File: config.mk
export PLATFORM = sky130hd
export DESIGN_NAME = sff_serial_frame
export DESIGN_NICKNAME = d
export VERILOG_FILES = /design/src/sff_frame_count.sv /design/src/sff_serial_frame.sv
export SDC_FILE = /design/constraint.sdc
export NUM_CORES = 1
export LEC_CHECK = 0
export BUFFER_PORTS_ARGS = -buffer_cell sky130_fd_sc_hd__buf_2
export CAP_MARGIN = 0
export CORE_UTILIZATION = 65
export CTS_CLUSTER_SIZE = 40
export DETAILED_ROUTE_END_ITERATION = 8
export PLACE_DENSITY_LB_ADDON = 0.08
export SYNTH_ARGS = -nofsm -noshare
export SYNTH_HDL_FRONTEND = slang
export SYNTH_HIERARCHICAL = 1
export SYNTH_SLANG_ARGS = --single-unit
File: constraint.sdc
create_clock -name mclk -period 6.51 [get_ports mclk]
set_clock_uncertainty 0.15 [all_clocks]
set_input_delay 0.651 -clock mclk [delete_from_list [all_inputs] [get_ports mclk]]
set_output_delay 0.651 -clock mclk [all_outputs]
set_load 0.05 [all_outputs]
File: src/sff_frame_count.sv
// Package of shared constants and the per-direction frame position counter.
// Assumes step and start are single mclk pulses from the bit-clock edge logic.

`timescale 1ns/1ps
`default_nettype none

package sff_pkg;

  // Register word indices on the plain register port
  localparam logic [3:0] ADDR_RX_DATA_HIGH = 4'h0;
  localparam logic [3:0] ADDR_RX_DATA_LOW = 4'h1;
  localparam logic [3:0] ADDR_TX_DATA_HIGH = 4'h2;
  localparam logic [3:0] ADDR_TX_DATA_LOW = 4'h3;
  localparam logic [3:0] ADDR_RX_CFG1 = 4'h4;
  localparam logic [3:0] ADDR_RX_CFG2 = 4'h5;
  localparam logic [3:0] ADDR_TX_CFG1 = 4'h6;
  localparam logic [3:0] ADDR_TX_CFG2 = 4'h7;
  localparam logic [3:0] ADDR_STATUS = 4'h8;

  // Field layout of the configuration words
  localparam int COUNT_LSB = 0;
  localparam int COUNT_W = 7;
  localparam int SIZE_LSB = 8;
  localparam int SIZE_W = 3;
  localparam int DELAY_LSB = 12;
  localparam int DELAY_W = 2;
  localparam int DUAL_BIT = 15;
  localparam logic [15:0] CFG1_MASK = 16'h077F;
  localparam logic [15:0] CFG2_MASK = 16'hB77F;
  localparam logic [15:0] CFG_RESET = 16'h0000;

  // Status bit positions
  localparam int ST_RX_FULL = 0;
  localparam int ST_TX_FULL = 1;
  localparam int ST_RX_BUSY = 2;
  localparam int ST_TX_BUSY = 3;

  // Word size codes
  localparam logic [2:0] WS_8 = 3'h0;
  localparam logic [2:0] WS_12 = 3'h1;
  localparam logic [2:0] WS_16 = 3'h2;
  localparam logic [2:0] WS_20 = 3'h3;
  localparam logic [2:0] WS_24 = 3'h4;
  localparam logic [2:0] WS_32 = 3'h5;

  // First bit delay codes
  localparam logic [1:0] DLY_0 = 2'h0;
  localparam logic [1:0] DLY_1 = 2'h1;
  localparam logic [1:0] DLY_2 = 2'h2;

  typedef enum logic [1:0] {ST_IDLE, ST_SKIP, ST_WAIT, ST_DATA} sff_state_t;

  // Index of the last bit in a word; reserved codes fall back to 8 bits
  function automatic logic [4:0] sff_word_last(input logic [2:0] code);
    case (code)
      WS_8: sff_word_last = 5'h07;
      WS_12: sff_word_last = 5'h0B;
      WS_16: sff_word_last = 5'h0F;
      WS_20: sff_word_last = 5'h13;
      WS_24: sff_word_last = 5'h17;
      WS_32: sff_word_last = 5'h1F;
      default: sff_word_last = 5'h07;
    endcase
  endfunction

endpackage

module sff_frame_count (
  // Clock and reset
  input wire logic mclk,
  input wire logic nrst,
  // Position events
  input wire logic start,
  input wire logic step,
  // Frame shape
  input wire logic dual,
  input wire logic [6:0] p1_count,
  input wire logic [6:0] p2_count,
  input wire logic [2:0] p1_size,
  input wire logic [2:0] p2_size,
  // Position of the bit moved now
  output logic [4:0] bit_cnt,
  output logic [4:0] word_last,
  output logic last_bit,
  output logic frame_end
);

  logic phase2_ff;
  logic [4:0] bit_ff;
  logic [6:0] word_ff;
  logic nxt_phase2;
  logic [4:0] nxt_bit;
  logic [6:0] nxt_word;
  wire base_phase2;
  wire last_word;
  wire [6:0] cur_count;
  wire [2:0] cur_size;

  // A start restarts the position even in mid-frame
  assign base_phase2 = start ? 1'b0 : phase2_ff;
  assign bit_cnt = start ? 5'h00 : bit_ff;
  // second size only in phase two
  assign cur_size = base_phase2 ? p2_size : p1_size;
  assign cur_count = base_phase2 ? p2_count : p1_count;
  assign word_last = sff_pkg::sff_word_last(cur_size);
  assign last_bit = (bit_cnt == word_last);
  assign last_word = ((start ? 7'h00 : word_ff) == cur_count);
  // single phase ends after phase one
  assign frame_end = step & last_bit & last_word & (base_phase2 | ~dual);

  // phase one words then phase two
  always_comb begin
    nxt_phase2 = base_phase2;
    nxt_bit = bit_cnt;
    nxt_word = start ? 7'h00 : word_ff;
    if (step) begin
      if (last_bit) begin
        nxt_bit = 5'h00;
        if (last_word) begin
          nxt_word = 7'h00;
          nxt_phase2 = ~base_phase2 & dual;
        end else begin
          nxt_word = nxt_word + 7'h01;
        end
      end else begin
        nxt_bit = bit_cnt + 5'h01;
      end
    end
  end

  always_ff @(posedge mclk or negedge nrst) begin
    if (!nrst) begin
      phase2_ff <= 1'b0;
      bit_ff <= 5'h00;
      word_ff <= 7'h00;
    end else begin
      phase2_ff <= nxt_phase2;
      bit_ff <= nxt_bit;
      word_ff <= nxt_word;
    end
  end

endmodule

`default_nettype wire

File: src/sff_serial_frame.sv
// Frame format logic of a synchronous serial port, receive and transmit halves.
// Assumes bit clocks and frame syncs arrive asynchronously and run well below mclk.
//
// Chosen here: the strobed register port and the register offsets.

`timescale 1ns/1ps
`default_nettype none

// Overview of operation
// - Word count field is words minus one
// - Phase bit selects single or dual phase
// - Dual frame: phase one then phase two
// - Size code gives 8 to 32 bits
// - Single phase ignores second size code
// - Short words use low register only
// - Frame starts at first sync-active cycle
// - Per-side first bit delay zero to two
// - Data starts on the sync cycle or up to two later
// - Zero delay receive samples at detection
// - Zero delay transmit drives preloaded bit
// - Two delay receive drops framing bit
// - Two delay transmit floats framing slot
// - Bits contiguous across words and phases
// - Separate receive and transmit settings
module sff_serial_frame (
  // Clock and reset
  input wire logic mclk,
  input wire logic nrst,
  // Register port
  input wire logic [3:0] reg_addr,
  input wire logic [15:0] reg_wdata,
  input wire logic reg_wr,
  input wire logic reg_rd,
  output logic [15:0] reg_rdata,
  // Receive link
  input wire logic rx_bit_clock,
  input wire logic rx_frame_sync,
  input wire logic serial_data_in,
  // Transmit link
  input wire logic tx_bit_clock,
  input wire logic tx_frame_sync,
  output logic serial_data_out,
  output logic serial_data_out_en
);

  // Synchronisers, stage one read only by stage two
  logic rxc_s1_ff, rxc_s2_ff, rxc_s3_ff;
  logic rxf_s1_ff, rxf_s2_ff;
  logic rxd_s1_ff, rxd_s2_ff;
  logic txc_s1_ff, txc_s2_ff, txc_s3_ff;
  logic txf_s1_ff, txf_s2_ff;

  // Configuration
  logic [15:0] rx_cfg1_ff, rx_cfg2_ff, tx_cfg1_ff, tx_cfg2_ff;

  // Receive state
  sff_pkg::sff_state_t rx_state_ff, nxt_rx_state;
  logic rx_fs_prev_ff;
  logic [31:0] rx_shift_ff;
  logic [31:0] rx_buf_ff;
  logic rx_full_ff;

  // Transmit state
  sff_pkg::sff_state_t tx_state_ff, nxt_tx_state;
  logic tx_fs_prev_ff;
  logic [15:0] tx_hi_ff;
  logic [31:0] tx_buf_ff;
  logic [31:0] tx_word_ff;
  logic tx_full_ff;
  logic dout_ff, dout_en_ff;
  logic [15:0] rdata_ff;

  // Edge detection on the synchronised bit clocks
  wire rx_fall = ~rxc_s2_ff & rxc_s3_ff;
  wire tx_fall = ~txc_s2_ff & txc_s3_ff;
  wire tx_rise = txc_s2_ff & ~txc_s3_ff;

  // each side reads only its own fields
  wire rx_dual = rx_cfg2_ff[sff_pkg::DUAL_BIT];
  wire [1:0] rx_delay = rx_cfg2_ff[sff_pkg::DELAY_LSB +: sff_pkg::DELAY_W];
  wire [6:0] rx_p1_count = rx_cfg1_ff[sff_pkg::COUNT_LSB +: sff_pkg::COUNT_W];
  wire [6:0] rx_p2_count = rx_cfg2_ff[sff_pkg::COUNT_LSB +: sff_pkg::COUNT_W];
  wire [2:0] rx_p1_size = rx_cfg1_ff[sff_pkg::SIZE_LSB +: sff_pkg::SIZE_W];
  wire [2:0] rx_p2_size = rx_cfg2_ff[sff_pkg::SIZE_LSB +: sff_pkg::SIZE_W];
  wire tx_dual = tx_cfg2_ff[sff_pkg::DUAL_BIT];
  wire [1:0] tx_delay = tx_cfg2_ff[sff_pkg::DELAY_LSB +: sff_pkg::DELAY_W];
  wire [6:0] tx_p1_count = tx_cfg1_ff[sff_pkg::COUNT_LSB +: sff_pkg::COUNT_W];
  wire [6:0] tx_p2_count = tx_cfg2_ff[sff_pkg::COUNT_LSB +: sff_pkg::COUNT_W];
  wire [2:0] tx_p1_size = tx_cfg1_ff[sff_pkg::SIZE_LSB +: sff_pkg::SIZE_W];
  wire [2:0] tx_p2_size = tx_cfg2_ff[sff_pkg::SIZE_LSB +: sff_pkg::SIZE_W];

  // start is the inactive to active sync sample
  wire rx_start = rx_fall & rxf_s2_ff & ~rx_fs_prev_ff;
  wire tx_start = tx_fall & txf_s2_ff & ~tx_fs_prev_ff;

  // zero delay takes a bit on the detecting edge
  // otherwise bits begin on a later edge
  wire rx_step = rx_start ? (rx_delay == sff_pkg::DLY_0) :
    (rx_fall & ((rx_state_ff == sff_pkg::ST_WAIT) | (rx_state_ff == sff_pkg::ST_DATA)));
  // zero delay drives the first bit at detection
  wire tx_step = tx_start ? (tx_delay == sff_pkg::DLY_0) :
    (tx_rise & ((tx_state_ff == sff_pkg::ST_WAIT) | (tx_state_ff == sff_pkg::ST_DATA)));

  wire [4:0] rx_bit_cnt, tx_bit_cnt, tx_word_last;
  wire rx_last_bit, rx_frame_end, tx_frame_end;

  sff_frame_count u_rx_count (
    .mclk(mclk),
    .nrst(nrst),
    .start(rx_start),
    .step(rx_step),
    .dual(rx_dual),
    .p1_count(rx_p1_count),
    .p2_count(rx_p2_count),
    .p1_size(rx_p1_size),
    .p2_size(rx_p2_size),
    .bit_cnt(rx_bit_cnt),
    .word_last(),
    .last_bit(rx_last_bit),
    .frame_end(rx_frame_end)
  );

  sff_frame_count u_tx_count (
    .mclk(mclk),
    .nrst(nrst),
    .start(tx_start),
    .step(tx_step),
    .dual(tx_dual),
    .p1_count(tx_p1_count),
    .p2_count(tx_p2_count),
    .p1_size(tx_p1_size),
    .p2_size(tx_p2_size),
    .bit_cnt(tx_bit_cnt),
    .word_last(tx_word_last),
    .last_bit(),
    .frame_end(tx_frame_end)
  );

  // Receive word assembly, right-justified with zero fill
  wire [31:0] rx_assembled = (rx_bit_cnt == 5'h00) ? {31'h00000000, rxd_s2_ff} :
    {rx_shift_ff[30:0], rxd_s2_ff};
  wire rx_word_done = rx_step & rx_last_bit;

  // Transmit bit select, MSB first; first bit of a word comes from the buffer
  wire tx_word_first = (tx_bit_cnt == 5'h00);
  wire [4:0] tx_index = tx_word_last - tx_bit_cnt;
  wire tx_bit = tx_word_first ? tx_buf_ff[tx_word_last] : tx_word_ff[tx_index];
  wire tx_load = tx_step & tx_word_first;
  // idle output holds the first bit of the next frame
  wire tx_preload = tx_buf_ff[sff_pkg::sff_word_last(tx_p1_size)];

  // Register port decode
  wire rd_rx_low = reg_rd & (reg_addr == sff_pkg::ADDR_RX_DATA_LOW);
  wire wr_tx_high = reg_wr & (reg_addr == sff_pkg::ADDR_TX_DATA_HIGH);
  wire wr_tx_low = reg_wr & (reg_addr == sff_pkg::ADDR_TX_DATA_LOW);
  wire wr_rx_cfg1 = reg_wr & (reg_addr == sff_pkg::ADDR_RX_CFG1);
  wire wr_rx_cfg2 = reg_wr & (reg_addr == sff_pkg::ADDR_RX_CFG2);
  wire wr_tx_cfg1 = reg_wr & (reg_addr == sff_pkg::ADDR_TX_CFG1);
  wire wr_tx_cfg2 = reg_wr & (reg_addr == sff_pkg::ADDR_TX_CFG2);

  wire [15:0] status_word = {12'h000,
    tx_state_ff != sff_pkg::ST_IDLE,
    rx_state_ff != sff_pkg::ST_IDLE,
    tx_full_ff,
    rx_full_ff};

  logic [15:0] nxt_rdata;
  always_comb begin
    case (reg_addr)
      sff_pkg::ADDR_RX_DATA_HIGH: nxt_rdata = rx_buf_ff[31:16];
      sff_pkg::ADDR_RX_DATA_LOW: nxt_rdata = rx_buf_ff[15:0];
      sff_pkg::ADDR_TX_DATA_HIGH: nxt_rdata = tx_hi_ff;
      sff_pkg::ADDR_TX_DATA_LOW: nxt_rdata = tx_buf_ff[15:0];
      sff_pkg::ADDR_RX_CFG1: nxt_rdata = rx_cfg1_ff;
      sff_pkg::ADDR_RX_CFG2: nxt_rdata = rx_cfg2_ff;
      sff_pkg::ADDR_TX_CFG1: nxt_rdata = tx_cfg1_ff;
      sff_pkg::ADDR_TX_CFG2: nxt_rdata = tx_cfg2_ff;
      sff_pkg::ADDR_STATUS: nxt_rdata = status_word;
      default: nxt_rdata = 16'h0000;
    endcase
    if (!reg_rd) begin
      nxt_rdata = 16'h0000;
    end
  end

  // Delay state machines, shared shape for both sides
  // delay code picks the first state
  function automatic sff_pkg::sff_state_t start_state(input logic [1:0] dly);
    case (dly)
      sff_pkg::DLY_0: start_state = sff_pkg::ST_DATA;
      sff_pkg::DLY_1: start_state = sff_pkg::ST_WAIT;
      default: start_state = sff_pkg::ST_SKIP;
    endcase
  endfunction

  function automatic sff_pkg::sff_state_t walk_state(input sff_pkg::sff_state_t cur,
                                                     input logic edge_seen,
                                                     input logic ended);
    walk_state = cur;
    case (cur)
      sff_pkg::ST_IDLE: walk_state = sff_pkg::ST_IDLE;
      sff_pkg::ST_SKIP: begin
        if (edge_seen) begin
          walk_state = sff_pkg::ST_WAIT;
        end
      end
      sff_pkg::ST_WAIT: begin
        if (edge_seen) begin
          walk_state = sff_pkg::ST_DATA;
        end
      end
      sff_pkg::ST_DATA: walk_state = sff_pkg::ST_DATA;
      default: walk_state = sff_pkg::ST_IDLE;
    endcase
    if (ended) begin
      walk_state = sff_pkg::ST_IDLE;
    end
  endfunction

  // skip state lets the framing bit pass unused
  always_comb begin
    nxt_rx_state = walk_state(rx_state_ff, rx_fall, rx_frame_end);
    if (rx_start) begin
      nxt_rx_state = rx_frame_end ? sff_pkg::ST_IDLE : start_state(rx_delay);
    end
  end

  always_comb begin
    nxt_tx_state = walk_state(tx_state_ff, tx_rise, tx_frame_end);
    if (tx_start) begin
      nxt_tx_state = tx_frame_end ? sff_pkg::ST_IDLE : start_state(tx_delay);
    end
  end

  // Input synchronisers
  always_ff @(posedge mclk or negedge nrst) begin
    if (!nrst) begin
      {rxc_s1_ff, rxc_s2_ff, rxc_s3_ff} <= 3'h0;
      {rxf_s1_ff, rxf_s2_ff, rxd_s1_ff, rxd_s2_ff} <= 4'h0;
      {txc_s1_ff, txc_s2_ff, txc_s3_ff} <= 3'h0;
      {txf_s1_ff, txf_s2_ff} <= 2'h0;
    end else begin
      {rxc_s3_ff, rxc_s2_ff, rxc_s1_ff} <= {rxc_s2_ff, rxc_s1_ff, rx_bit_clock};
      {rxf_s2_ff, rxf_s1_ff} <= {rxf_s1_ff, rx_frame_sync};
      {rxd_s2_ff, rxd_s1_ff} <= {rxd_s1_ff, serial_data_in};
      {txc_s3_ff, txc_s2_ff, txc_s1_ff} <= {txc_s2_ff, txc_s1_ff, tx_bit_clock};
      {txf_s2_ff, txf_s1_ff} <= {txf_s1_ff, tx_frame_sync};
    end
  end

  // Configuration registers
  always_ff @(posedge mclk or negedge nrst) begin
    if (!nrst) begin
      rx_cfg1_ff <= sff_pkg::CFG_RESET;
      rx_cfg2_ff <= sff_pkg::CFG_RESET;
      tx_cfg1_ff <= sff_pkg::CFG_RESET;
      tx_cfg2_ff <= sff_pkg::CFG_RESET;
    end else begin
      if (wr_rx_cfg1) rx_cfg1_ff <= reg_wdata & sff_pkg::CFG1_MASK;
      if (wr_rx_cfg2) rx_cfg2_ff <= reg_wdata & sff_pkg::CFG2_MASK;
      if (wr_tx_cfg1) tx_cfg1_ff <= reg_wdata & sff_pkg::CFG1_MASK;
      if (wr_tx_cfg2) tx_cfg2_ff <= reg_wdata & sff_pkg::CFG2_MASK;
    end
  end

  // Receive path
  always_ff @(posedge mclk or negedge nrst) begin
    if (!nrst) begin
      rx_state_ff <= sff_pkg::ST_IDLE;
      rx_fs_prev_ff <= 1'b0;
      rx_shift_ff <= 32'h00000000;
      rx_buf_ff <= 32'h00000000;
      rx_full_ff <= 1'b0;
    end else begin
      rx_state_ff <= nxt_rx_state;
      if (rx_fall) rx_fs_prev_ff <= rxf_s2_ff;
      if (rx_step) rx_shift_ff <= rx_assembled;
      if (rx_word_done) rx_buf_ff <= rx_assembled;
      // low read completes the word; a new word wins
      rx_full_ff <= rx_word_done | (rx_full_ff & ~rd_rx_low);
    end
  end

  // Transmit path
  always_ff @(posedge mclk or negedge nrst) begin
    if (!nrst) begin
      tx_state_ff <= sff_pkg::ST_IDLE;
      tx_fs_prev_ff <= 1'b0;
      tx_hi_ff <= 16'h0000;
      tx_buf_ff <= 32'h00000000;
      tx_word_ff <= 32'h00000000;
      tx_full_ff <= 1'b0;
    end else begin
      tx_state_ff <= nxt_tx_state;
      if (tx_fall) tx_fs_prev_ff <= txf_s2_ff;
      // high half waits for the low write
      if (wr_tx_high) tx_hi_ff <= reg_wdata;
      // low write alone commits a short word
      if (wr_tx_low) tx_buf_ff <= {tx_hi_ff, reg_wdata};
      if (tx_load) tx_word_ff <= tx_buf_ff;
      tx_full_ff <= wr_tx_low | (tx_full_ff & ~tx_load);
    end
  end

  // Serial output and enable; enable drops only on a rising bit-clock edge
  always_ff @(posedge mclk or negedge nrst) begin
    if (!nrst) begin
      dout_ff <= 1'b0;
      dout_en_ff <= 1'b0;
    end else begin
      if (tx_step) begin
        dout_ff <= tx_bit;
        dout_en_ff <= 1'b1;
      end else if (tx_rise) begin
        // framing slot and idle stay floating
        if ((tx_state_ff == sff_pkg::ST_SKIP) | (tx_state_ff == sff_pkg::ST_IDLE)) begin
          dout_en_ff <= 1'b0;
        end
      end
      if (!dout_en_ff & (tx_state_ff == sff_pkg::ST_IDLE) & !tx_step) begin
        dout_ff <= tx_preload;
      end
    end
  end

  always_ff @(posedge mclk or negedge nrst) begin
    if (!nrst) begin
      rdata_ff <= 16'h0000;
    end else begin
      rdata_ff <= nxt_rdata;
    end
  end

  assign reg_rdata = rdata_ff;
  assign serial_data_out = dout_ff;
  assign serial_data_out_en = dout_en_ff;

endmodule

`default_nettype wire

==> results.yml <==
status:
  run_status: "finished, final reports clean"
global_routing:
  grt.total_usage_pct: 32.6
  grt_max_degree: 199
  grt_pass1_wl_um: 49600
  grt_overflow: 0
  grt_pass1_vias: 8818
  antenna_found_initial: 1
worst_setup_path:
  required_ns: 6.77
  crit_path_max_incr_delay_ns: 0.62
  r2r_end: "serial_data_out$_DFFE_PN0P_"
  crit_start: "txc_s2_ff$_DFF_PN0_"
  r2r_slack_ns: 2.79
  crit_family: "simple AND/OR/NAND/NOR gates"
  r2r_start: "txc_s2_ff$_DFF_PN0_"
  path_buf_inv: 1
  reg2regPathDepth: 10
  crit_fanout: 29
  crit_path_end: "serial_data_out$_DFFE_PN0P_"
  cp.arrival_ns: 3.98
  worst-path-stages: 10
  endpoint_kind: "flip-flop"
  crit_slowest_cell: "inv_1"
  crit_chain: "nand4bb_4 -> inv_1 -> nor4bb_1 -> a31oi_2 -> ha_1 -> xnor2_1 -> mux2_2 -> o21ai_0 -> nand4_1 -> nor4b_2"
  path_class: "flip-flop to flip-flop"
  start_kind: "flip-flop"
sta:
  setup_viol: 0
  worst_pin_slew_ns: 1.11
  fmax_ghz: 0.269
  tns_ns: 0
  setup_ws_ns: 2.79
  hold_violations: 0
  post-route-period-util_pct: 57.2
  maxSlewHeadroom_pct: 25.7
  layout_min_cycle_time_ns: 3.72
  drv_slew: 0
  rsz0062_at_grt: "no"
  fin_hold_ws_ns: 0.0774
pwr:
  powerDensity_mw_per_mm2: 361
  ir_drop_uv: 254
  power_mw: 4.96
  leakagePower_nw: 6.12
placed_design:
  place_area_mm2: 0.0128
  port_buffers: 46
  place_inst: 1355
  hpwl_um: 21500
  place_ws_ns: 2.80
  place_congestion: 0.908
cells_and_area:
  antenna_cells: 0
  design_area_mm2: 0.0137
  nets: 1164
  drive_gt1_share_pct: 24.7
  instances_no_fill: 1404
  nFillCells: 1316
  area_growth_pct: 9.48
  utilization_pct: 73.0
logic_synthesis:
  syn_area_mm2: 0.0125
  yosys_warnings: 6
  synth_cells: 1102
  synth.avg_cell_area_um2: 11.4
floorplanning:
  row_count: 50
  io_pins: 47
  dieArea_mm2: 0.0199
  die_h_um: 141
  initial_core_util_pct: 66.6
  core_mm2: 0.0188
  die_w_um: 141
clock_network:
  hold_buffers: 1
  post_cts_buffers: 0
  cts_resized: 0
  cts_sinks: 253
  clkTransAtPathRegs_ns: 0.06
  clockBufferDepth: 3
  cts_max_level: 1
  root_buffer: "clkbuf_16"
  cts_buffers: 27
  cts_tree: "built"
  clk_latency_ns: 0.53
drt:
  drt-pass1-iter-count: 6
  viasPerCell: 6.34
  wirelength_um: 31000
  first_iter_violations: 783
  vias: 8897
  routedWlPerCell_um: 22.1
  drc: 0
  ant_nets: 0
hold_path:
  min_path_type: "input port to flip-flop"
job:
  cap_violations: 0
flip-flops by register name, indices dropped and copies added (netlist names), 7 cells and up:
| signal | cells |
|---|---|
| rx_shift_ff | 31 |
| tx_hi_ff | 16 |
| u_rx_count/word_ff | 7 |
| tx_cfg2_ff | 13 |
| u_tx_count/word_ff | 7 |
| tx_cfg1_ff | 10 |
| reg_rdata | 16 |
| tx_buf_ff | 32 |
| rx_cfg1_ff | 10 |
| rx_buf_ff | 32 |
| tx_word_ff | 32 |
| rx_cfg2_ff | 13 |
cell type report:
type | instances | area (µm²) | share of cell area, %
clock buffers | 35 | 766 | 5.57
flip-flops and latches | 253 | 6330 | 46.1
repair buffers | 56 | 330 | 2.40
well taps | 260 | 325 | 2.37
inverters | 19 | 72.6 | 0.528
clock inverters | 13 | 150 | 1.09
multi-input cells | 768 | 5760 | 41.9
layer usage:
layer  up-vias  global-route usage, %  wire length [µm]
met4         0                   9.61               770
met2       280                   53.1             14800
li1       4061                      -                 -
met1      4505                   45.9             13600
met5         -                      0                 0
met3        51                   4.93              1890
worst reg2reg max path: stages (launching register included):
cell	delay [ns]
dfrtp_1	0.43
nand4bb_4	0.26
inv_1	0.62
nor4bb_1	0.15
a31oi_2	0.47
ha_1	0.37
xnor2_1	0.43
mux2_2	0.39
o21ai_0	0.08
nand4_1	0.11
nor4b_2	0.16
power breakdown:
group	total [mW]	switching [mW]	leakage [nW]	internal (mW)
combinational	1.22	0.598	2.38	0.623
clock	1.57	0.626	0.457	0.946
sequential	2.16	0.314	3.29	1.85
cells in the final DEF, fill, tap and decap left out, types with 6 or more instances in the layout:
cell type  count
xor2_1         9
dfrtp_1      253
ha_1           9
buf_4          8
mux2_2       110
xnor2_1        9
nor3b_1       11
o21ai_1       29
a22oi_1       13
mux2i_1       11
nand4_1        7
a31oi_1       20
nand3_1       22
clkinv_2       8
a211oi_1       6
nor2_1        31
and3_1         8
a222oi_1      17
a221oi_1       7
nand2_1      147
clkbuf_8       6
clkbuf_16     27
o21ai_0       60
nor2b_1       27
a21oi_1       32
mux4_2        10
nand2b_1      16
nand3b_1       6
buf_2         45
mux2_4        29
nand4b_1       6
inv_1         18
nor3_1        16
a21o_1         6
worst min-delay path by stage:
stage | slack, ns | cells past startpoint | startpoint | to
global route | 0.06 | 1 | rx_bit_clock | rxc_s1_ff$_DFF_PN0_
global placement | 0.19 | 0 | rxd_s1_ff$_DFF_PN0_ | rxd_s2_ff$_DFF_PN0_
CTS | 0.06 | 1 | rx_bit_clock | rxc_s1_ff$_DFF_PN0_
floorplan | 0.18 | 0 | rxc_s1_ff$_DFF_PN0_ | rxc_s2_ff$_DFF_PN0_
finish | 0.08 | 1 | rx_frame_sync | rxf_s1_ff$_DFF_PN0_
detailed placement | 0.20 | 0 | rxc_s1_ff$_DFF_PN0_ | rxc_s2_ff$_DFF_PN0_
(Power assumes the default switching activity.)
